===== config.mk =====
export PLATFORM = sky130hd
export DESIGN_NAME = smp_top
export DESIGN_NICKNAME = d
export VERILOG_FILES = /design/src/smp_pkg.sv /design/src/smp_sync_if.sv /design/src/smp_sync.sv /design/src/smp_top.sv
export SDC_FILE = /design/constraint.sdc
export NUM_CORES = 1
export LEC_CHECK = 0
export BUFFER_PORTS_ARGS = -buffer_cell sky130_fd_sc_hd__buf_4
export CAP_MARGIN = 20
export CORE_ASPECT_RATIO = 1.25
export CORE_MARGIN = 4
export CORE_UTILIZATION = 55
export CTS_CLUSTER_SIZE = 14
export DETAILED_ROUTE_END_ITERATION = 8
export PLACE_DENSITY = 0.77
export REMOVE_ABC_BUFFERS = 1
export SLEW_MARGIN = 15
export SYNTH_ARGS = -nofsm -noshare
export SYNTH_HDL_FRONTEND = slang
export SYNTH_SLANG_ARGS = --single-unit

===== constraint.sdc =====
create_clock -name ref_clk_in -period 4.5 [get_ports ref_clk_in]
set_input_delay 0 -clock ref_clk_in [delete_from_list [all_inputs] [get_ports ref_clk_in]]
set_output_delay 0 -clock ref_clk_in [all_outputs]
set_load 0.005 [all_outputs]

===== src/smp_pkg.sv =====
// shared constants and state encoding for the static memory port
// assumes a 25 MHz block clock and 16-bit asynchronous or burst memories
package smp_pkg;
  localparam int ADDR_W = 24;
  localparam int DATA_W = 16;
  localparam int LANES = 2;
  localparam int BANKS = 4;
  localparam int BANK_W = 2;
  localparam int CNT_W = 4;
  localparam int CLK_PERIOD_NS = 40;
  // strobe phase lengths in ns and derived cycle counts (least times)
  localparam int SETUP_NS = 80;
  localparam int ACCESS_NS = 120;
  localparam int HOLD_NS = 40;
  localparam logic [CNT_W-1:0] SETUP_CYC =
    CNT_W'((SETUP_NS + CLK_PERIOD_NS - 1) / CLK_PERIOD_NS);
  localparam logic [CNT_W-1:0] ACCESS_CYC =
    CNT_W'((ACCESS_NS + CLK_PERIOD_NS - 1) / CLK_PERIOD_NS);
  localparam logic [CNT_W-1:0] HOLD_CYC =
    CNT_W'((HOLD_NS + CLK_PERIOD_NS - 1) / CLK_PERIOD_NS);
  // beats in one synchronous burst read
  localparam logic [CNT_W-1:0] BURST_BEATS = 4'h4;
  // cycles a beat waits after the previous one, so that the data
  // for the new address has come through both input flops
  localparam logic [CNT_W-1:0] BEAT_GAP_CYC = 4'h2;
  // pin and synchroniser values after reset
  localparam logic [LANES-1:0] LANES_IDLE_N = 2'h3;
  localparam logic [BANKS-1:0] BANKS_IDLE_N = 4'hf;
  localparam logic [1:0] SYNC_RESET = 2'h0;

  typedef enum logic [6:0] {
    SMP_IDLE    = 7'h01,
    SMP_SETUP   = 7'h02,
    SMP_ACCESS  = 7'h04,
    SMP_HOLD    = 7'h08,
    SMP_BSETUP  = 7'h10,
    SMP_BXFER   = 7'h20,
    SMP_GRANTED = 7'h40
  } smp_state_t;
endpackage


===== src/smp_sync_if.sv =====
// synchronised pin inputs passed from the synchroniser to the controller
// assumes both ends run on the same block clock
interface smp_sync_if;
  import smp_pkg::*;
  logic ready;
  logic wait_s;
  logic request;
  logic [DATA_W-1:0] data;
  modport src (output ready, output wait_s, output request, output data);
  modport dst (input ready, input wait_s, input request, input data);
endinterface


===== src/smp_sync.sv =====
// two-flop synchronisers for every pin input of the memory port
// assumes the pins are asynchronous to ref_clk_in
module smp_sync
  import smp_pkg::*;
(
  input wire logic ref_clk_in,
  input wire logic rst_in,
  input wire logic ce_in,
  input wire logic async_ready_in,
  input wire logic burst_wait_in,
  input wire logic ext_bus_request_in,
  input wire logic [DATA_W-1:0] mem_data_in,
  smp_sync_if.src sy
);
  logic [1:0] ready_reg;
  logic [1:0] wait_reg;
  logic [1:0] req_reg;
  logic [DATA_W-1:0] data1_reg;
  logic [DATA_W-1:0] data2_reg;

  // first stage feeds only the second stage
  always_ff @(posedge ref_clk_in)
  begin
    if (rst_in)
    begin
      ready_reg <= SYNC_RESET;
      wait_reg <= SYNC_RESET;
      req_reg <= SYNC_RESET;
      data1_reg <= '0;
      data2_reg <= '0;
    end
    else if (ce_in)
    begin
      ready_reg <= {ready_reg[0], async_ready_in};
      wait_reg <= {wait_reg[0], burst_wait_in};
      req_reg <= {req_reg[0], ext_bus_request_in};
      data1_reg <= mem_data_in;
      data2_reg <= data1_reg;
    end
  end

  // second stage outputs
  assign sy.ready = ready_reg[1];
  assign sy.wait_s = wait_reg[1];
  assign sy.request = req_reg[1];
  assign sy.data = data2_reg;
endmodule


===== src/smp_top.sv =====
// static memory port: strobe sequencer, burst reader and bus arbiter
// assumes a single-word request port from on-chip logic on ref_clk_in
// Contract
// upper-byte write drives upper lane enable low, lower lane high.
// lower-byte write drives upper lane enable high, lower lane low.
// read output enable asserts at the start of the setup period.
// read strobe asserts at the start of each read access period.
// write strobe held for the whole access period, then released.
// access does not advance while the memory reports not ready.
// external master holds bus request while it needs the buses.
// bus grant output tells the external master it owns the buses.
// grant hang asserts when granted away and a transaction waits.
// burst mode drives a dedicated burst clock to the memory.
// burst data valid held through the whole burst read setup.
// burst transfers stall while the memory signals wait.
// while granted, address, data, strobes and selects float.
// active-low strobes and selects stay deasserted when idle.
module smp_top
  import smp_pkg::*;
(
  input wire logic ref_clk_in,
  input wire logic rst_in,
  input wire logic ce_in,
  input wire logic req_valid_in,
  input wire logic req_write_in,
  input wire logic req_burst_in,
  input wire logic [ADDR_W-1:0] req_addr_in,
  input wire logic [DATA_W-1:0] req_wdata_in,
  input wire logic [LANES-1:0] req_lanes_in,
  input wire logic [BANK_W-1:0] req_bank_in,
  output logic req_ready_out,
  output logic rsp_valid_out,
  output logic [DATA_W-1:0] rsp_rdata_out,
  output logic [ADDR_W-1:0] mem_addr_out,
  output logic [DATA_W-1:0] mem_data_out,
  output logic mem_data_oe_out,
  input wire logic [DATA_W-1:0] mem_data_in,
  output logic pins_oe_out,
  output logic [LANES-1:0] byte_lane_enable_n_out,
  output logic [BANKS-1:0] bank_select_n_out,
  output logic output_enable_strobe_n_out,
  output logic read_strobe_n_out,
  output logic write_strobe_n_out,
  input wire logic async_ready_in,
  input wire logic ext_bus_request_in,
  output logic ext_bus_granted_out,
  output logic grant_hang_out,
  output logic burst_clock_out,
  output logic burst_data_valid_out,
  input wire logic burst_wait_in
);
  smp_sync_if sy ();

  smp_state_t state_reg;
  smp_state_t state_next;
  logic [CNT_W-1:0] cnt_reg;
  logic [CNT_W-1:0] cnt_next;
  logic [CNT_W-1:0] beat_reg;
  logic [CNT_W-1:0] beat_next;
  logic write_reg;
  logic [ADDR_W-1:0] addr_reg;
  logic [ADDR_W-1:0] addr_next;
  logic [DATA_W-1:0] wdata_reg;
  logic [LANES-1:0] lanes_reg;
  logic [BANK_W-1:0] bank_reg;
  logic take;
  logic capture;
  logic bclk_reg;
  logic data_oe_reg;
  logic pins_oe_reg;
  logic [LANES-1:0] lanes_n_reg;
  logic [BANKS-1:0] bank_n_reg;
  logic oe_n_reg;
  logic rd_n_reg;
  logic wr_n_reg;
  logic granted_reg;
  logic hang_reg;
  logic dv_reg;
  logic ready_reg;
  logic rsp_reg;
  logic [DATA_W-1:0] rdata_reg;

  smp_sync u_sync (
    .ref_clk_in(ref_clk_in),
    .rst_in(rst_in),
    .ce_in(ce_in),
    .async_ready_in(async_ready_in),
    .burst_wait_in(burst_wait_in),
    .ext_bus_request_in(ext_bus_request_in),
    .mem_data_in(mem_data_in),
    .sy(sy)
  );

  // one-hot bank select, active low
  function automatic logic [BANKS-1:0] bank_dec_n(input logic [BANK_W-1:0] b);
    bank_dec_n = ~(BANKS'(1) << b);
  endfunction

  // sequencer: phase counts, ready and wait stalls, arbitration
  always_comb
  begin
    state_next = state_reg;
    cnt_next = cnt_reg;
    beat_next = beat_reg;
    addr_next = addr_reg;
    take = 1'b0;
    capture = 1'b0;
    case (state_reg)
      SMP_IDLE:
      begin
        if (sy.request)
          state_next = SMP_GRANTED;
        else if (req_valid_in && !ready_reg)
        begin
          take = 1'b1;
          addr_next = req_addr_in;
          cnt_next = SETUP_CYC - 4'h1;
          if (req_burst_in && !req_write_in)
            state_next = SMP_BSETUP;
          else
            state_next = SMP_SETUP;
        end
      end
      SMP_SETUP:
      begin
        if (cnt_reg == '0)
        begin
          state_next = SMP_ACCESS;
          cnt_next = ACCESS_CYC - 4'h1;
        end
        else
          cnt_next = cnt_reg - 4'h1;
      end
      SMP_ACCESS:
      begin
        if (cnt_reg != '0)
          cnt_next = cnt_reg - 4'h1;
        else if (sy.ready)
        begin
          state_next = SMP_HOLD;
          cnt_next = HOLD_CYC - 4'h1;
          capture = !write_reg;
        end
      end
      SMP_HOLD:
      begin
        if (cnt_reg == '0)
          state_next = SMP_IDLE;
        else
          cnt_next = cnt_reg - 4'h1;
      end
      SMP_BSETUP:
      begin
        beat_next = '0;
        if (cnt_reg == '0)
          state_next = SMP_BXFER;
        else
          cnt_next = cnt_reg - 4'h1;
      end
      SMP_BXFER:
      begin
        if (cnt_reg != '0)
          cnt_next = cnt_reg - 4'h1; // let the new address settle
        else if (bclk_reg && !sy.wait_s)
        begin
          capture = 1'b1;
          addr_next = addr_reg + ADDR_W'(1);
          beat_next = beat_reg + 4'h1;
          cnt_next = BEAT_GAP_CYC;
          if (beat_reg == BURST_BEATS - 4'h1)
          begin
            state_next = SMP_HOLD;
            cnt_next = HOLD_CYC - 4'h1;
          end
        end
      end
      SMP_GRANTED:
      begin
        if (!sy.request)
          state_next = SMP_IDLE;
      end
      default:
        state_next = SMP_IDLE;
    endcase
  end

  // pin decode from the next state, registered below
  wire wr_sel = take ? req_write_in : write_reg;
  wire [LANES-1:0] lanes_sel = take ? req_lanes_in : lanes_reg;
  wire [BANK_W-1:0] bank_sel = take ? req_bank_in : bank_reg;
  wire async_act = (state_next == SMP_SETUP) || (state_next == SMP_ACCESS);
  wire burst_act = (state_next == SMP_BSETUP) || (state_next == SMP_BXFER);
  wire cycle_act = async_act || burst_act || (state_next == SMP_HOLD);
  wire oe_n_next = !(!wr_sel && (async_act || burst_act));
  wire rd_n_next = !(!wr_sel && state_next == SMP_ACCESS);
  wire wr_n_next = !(wr_sel && state_next == SMP_ACCESS);
  wire [LANES-1:0] lanes_n_next =
    !cycle_act ? LANES_IDLE_N :
    (wr_sel ? ~lanes_sel : '0);
  wire [BANKS-1:0] bank_n_next =
    cycle_act ? bank_dec_n(bank_sel) : BANKS_IDLE_N;
  wire granted_next = state_next == SMP_GRANTED;
  wire hang_next = granted_next && req_valid_in;

  // state, counters and request capture
  always_ff @(posedge ref_clk_in)
  begin
    if (rst_in)
    begin
      state_reg <= SMP_IDLE;
      cnt_reg <= '0;
      beat_reg <= '0;
      addr_reg <= '0;
      write_reg <= 1'b0;
      wdata_reg <= '0;
      lanes_reg <= '0;
      bank_reg <= '0;
    end
    else if (ce_in)
    begin
      state_reg <= state_next;
      cnt_reg <= cnt_next;
      beat_reg <= beat_next;
      addr_reg <= addr_next;
      if (take)
      begin
        write_reg <= req_write_in;
        wdata_reg <= req_wdata_in;
        lanes_reg <= req_lanes_in;
        bank_reg <= req_bank_in;
      end
    end
  end

  // registered pins and user answers
  always_ff @(posedge ref_clk_in)
  begin
    if (rst_in)
    begin
      bclk_reg <= 1'b0;
      data_oe_reg <= 1'b0;
      pins_oe_reg <= 1'b1;
      lanes_n_reg <= LANES_IDLE_N;
      bank_n_reg <= BANKS_IDLE_N;
      oe_n_reg <= 1'b1;
      rd_n_reg <= 1'b1;
      wr_n_reg <= 1'b1;
      granted_reg <= 1'b0;
      hang_reg <= 1'b0;
      dv_reg <= 1'b0;
      ready_reg <= 1'b0;
      rsp_reg <= 1'b0;
      rdata_reg <= '0;
    end
    else if (ce_in)
    begin
      bclk_reg <= burst_act ? !bclk_reg : 1'b0;
      data_oe_reg <= wr_sel && cycle_act;
      pins_oe_reg <= !granted_next;
      lanes_n_reg <= lanes_n_next;
      bank_n_reg <= bank_n_next;
      oe_n_reg <= oe_n_next;
      rd_n_reg <= rd_n_next;
      wr_n_reg <= wr_n_next;
      granted_reg <= granted_next;
      hang_reg <= hang_next;
      dv_reg <= state_next == SMP_BSETUP;
      ready_reg <= take;
      rsp_reg <= capture;
      if (capture)
        rdata_reg <= sy.data;
    end
  end

  // outputs straight from flops
  assign req_ready_out = ready_reg;
  assign rsp_valid_out = rsp_reg;
  assign rsp_rdata_out = rdata_reg;
  assign mem_addr_out = addr_reg;
  assign mem_data_out = wdata_reg;
  assign mem_data_oe_out = data_oe_reg;
  assign pins_oe_out = pins_oe_reg;
  assign byte_lane_enable_n_out = lanes_n_reg;
  assign bank_select_n_out = bank_n_reg;
  assign output_enable_strobe_n_out = oe_n_reg;
  assign read_strobe_n_out = rd_n_reg;
  assign write_strobe_n_out = wr_n_reg;
  assign ext_bus_granted_out = granted_reg;
  assign grant_hang_out = hang_reg;
  assign burst_clock_out = bclk_reg;
  assign burst_data_valid_out = dv_reg;
endmodule

==> results.cfg <==
[clocking]
clkSlewWorstSetupHoldPaths_ns = 0.06
cts-resized-gates = 0
cts_root_buffer = clkbuf_16
hold_buffers = 62
clock_latency_ns = 0.42
cts_buffers = 17
cts_max_path_buffers = 2
cts_setup_buffers = 0
cts_sinks = 131
cts_tree = done
htreeDepth = 4

[min_path]
hp-class = in2reg
whs_path_depth = 4
hp-start = req_addr_in[11]
whs_endpoint = mem_addr_out[11]

[pwr]
power.total_uw = 3101
ir_drop_mv = 0.3013
leakage_uw = 0.003486
p_per_area_mw_per_mm2 = 374.0

[global_route]
grt_use_total_pct = 25.85
grt_pass1_vias = 5930
antenna_found_initial = 0
overflow = 0
grt_pass1_wl_um = 27250
grt_max_degree = 74

[detailed_routing]
routed_wl_um = 16270
vias = 5911
drt_iter0_drc = 460
drc = 0
wl_per_cell_um = 15.71
ant_nets = 0
drtPass1Iterations = 6
vias_per_cell = 5.711

[setup_path]
r2r_slack_ns = 1.53
r2r_cells = 6
endpoint_kind = register
cp-startpoint = state_reg[1]
crit_path_max_incr_delay_ns = 0.75
slowest_stage = and2_2
crit_fanout = 41
rr_startpoint = state_reg[1]
crit_chain = nor4b_1 > and2_2 > a2111oi_0 > a211oi_1 > a21boi_0 > o32ai_1
crit_arrival_ns = 3.24
worstPathRequired_ns = 4.77
r2r-end = cnt_reg[2]
path_class = reg2reg
startpoint_type = register

[synthesis]
avgSynthCellArea_um2 = 8.429
yosys_register_bits = 131
yosysWarnings = 0
async_flop_share_pct = 0
yosysSeqAreaShare_pct = 43.51
ys.flop_type = dfxtp_1
netlist_area_mm2 = 0.006027
synth_top_family_by_area = simple AND/OR/NAND/NOR gates
muxShareOfSynthArea_pct = 10.34
synth_xor_area_share_pct = 0.2906
synth-simple-area-share_pct = 21.51
synth-edff-count = 0
syn_inst = 715
synthAdderAreaFrac_pct = 0.8304
synth_compound_area_share_pct = 19.06
synthDistinctLibCells = 66

[timing]
skew_ns = 0.01061
finalCritPeriodShare_pct = 66.11
worstMarginPinSlew_ns = 0.9464
maxClockFrequency_ghz = 0.3362
grt_setup_unrepaired = no
finalMaxSlewViolations = 0
relSlewSlack_pct = 36.33
min_period_ns = 2.975
setup_viol = 0
layout_setup_ws_ns = 1.525
fin_tns_setup_ns = 0
hold_viol = 0

[finish]
largest_register_ffs = 24
drive_gt1_share_pct = 21.15
final_nets = 963
insertedDiodeCount = 0
ff_latch_area_mm2 = 0.002623
area_delta_synth_final_pct = 37.58
multiInputGateArea_mm2 = 0.003142
stdcell_count = 1035
fillCellCount = 718

[floorplan]
die_x_um = 101.6
initial_core_util_pct = 56.50
placeableCoreArea_mm2 = 0.01067
io_pins = 142
die_height_um = 125.0
floorplan.rows = 42
die_area_mm2 = 0.01271

[placement]
dp.cells = 941
dp_slack_ns = 1.585
dp_hpwl_um = 10310
place_congestion = 0.9152
port_buffers = 141

[flow_run]
drv_cap = 0

[run_status]
status = finished clean
==> critical path: cells and delay by family, from the launching register on <==
| kind | cells | cell delay, ns |
|---|---|---|
| AOI/OAI and AO/OA | 4 | 1.01 |
| and+or+nand+nor | 2 | 1.41 |
| DFF | 1 | 0.42 |
==> power by group <==
group | switching [uW] | total (uW) | internal [uW]
Combinational | 216 | 436 | 219
Clock | 559 | 1390 | 833
Sequential | 55.4 | 1270 | 1220
==> worst max-delay path by stage <==
stage             endpoint  slack [ns]  cells past startpoint
2_1_floorplan  bank_reg[0]        1.37                      5
3_3_place_gp    cnt_reg[1]        1.73                      6
3_5_place_dp    cnt_reg[3]        1.59                      6
4_1_cts         cnt_reg[3]        1.56                      6
5_1_grt         cnt_reg[3]        1.25                      6
6_report        cnt_reg[2]        1.53                      6
==> Yosys cell counts (7+ instances only) <==
cell,instances,area share [%]
buf_2,11,0.91
nand3_1,17,1.4
a21oi_1,59,4.9
nor3_1,17,1.4
or3_1,13,1.3
nand2_1,81,5.0
mux2i_1,60,10
clkbuf_1,34,2.1
nor2_1,93,5.8
a211oi_1,19,2.4
a31oi_1,7,0.73
inv_1,11,0.69
dfxtp_1,131,44
nand4_1,9,0.93
nand2b_1,8,0.83
o21ai_0,37,3.1
==> placed cells by master (no fill, tap or decap), types with 6 or more instances in the layout <==
master / netlist / routed
nand3_1: 17 / 17
nor3_1: 17 / 17
inv_1: 11 / 11
nor2_1: 93 / 93
a21oi_1: 59 / 59
clkbuf_16: 0 / 17
o22ai_1: 6 / 6
nor3b_1: 6 / 6
and3_1: 6 / 6
buf_4: 2 / 147
or3_1: 13 / 13
o21ai_0: 37 / 37
dfxtp_1: 131 / 131
nand4_1: 9 / 9
a211oi_1: 19 / 19
a31oi_1: 7 / 7
nand2b_1: 8 / 8
nand2_1: 81 / 81
mux2i_1: 60 / 60
dlygate4sd3_1: 0 / 62
==> per-layer routing <==
| layer | track usage [%] | up-vias | share of wire (%) |
|---|---|---|---|
| met5 | 0 | - | 0 |
| met4 | 8.372 | 0 | 2.1 |
| met3 | 6.685 | 31 | 6.7 |
| met2 | 44.61 | 228 | 51 |
| met1 | 30.93 | 2740 | 41 |
| li1 | - | 2912 | - |
==> layout make-up <==
type	count	share of cell area, %
multi-input combinational	520	37.89
clock buffer	18	5.176
timing repair buffer	209	20.79
tap	132	1.992
clock inverter	14	2.022
inverter	11	0.4980
sequential	131	31.63
==> stage by stage <==
stage          hold slack, ns  util (%)  instance area [um2]
5_1_grt               0.03536     77.73                 8292
3_5_place_dp           0.2444     66.31                 7074
3_3_place_gp           0.2366     66.31                 7074
2_1_floorplan         0.06907         -                 5799
6_report              0.02227     77.73                 8292
4_1_cts               0.01126     77.73                 8292
==> cells by family (layout without fill, tap and decap cells) <==
logic type / Yosys count / after routing
multiplexers: 62 / 62
buffers and inverters: 64 / 252
AND/OR/NAND/NOR: 275 / 275
adder cells (fa/ha/maj): 4 / 4
AO/OA/AOI/OAI: 177 / 177
flip-flops: 131 / 131
XOR/XNOR: 2 / 2
(Power assumes the default switching activity.)
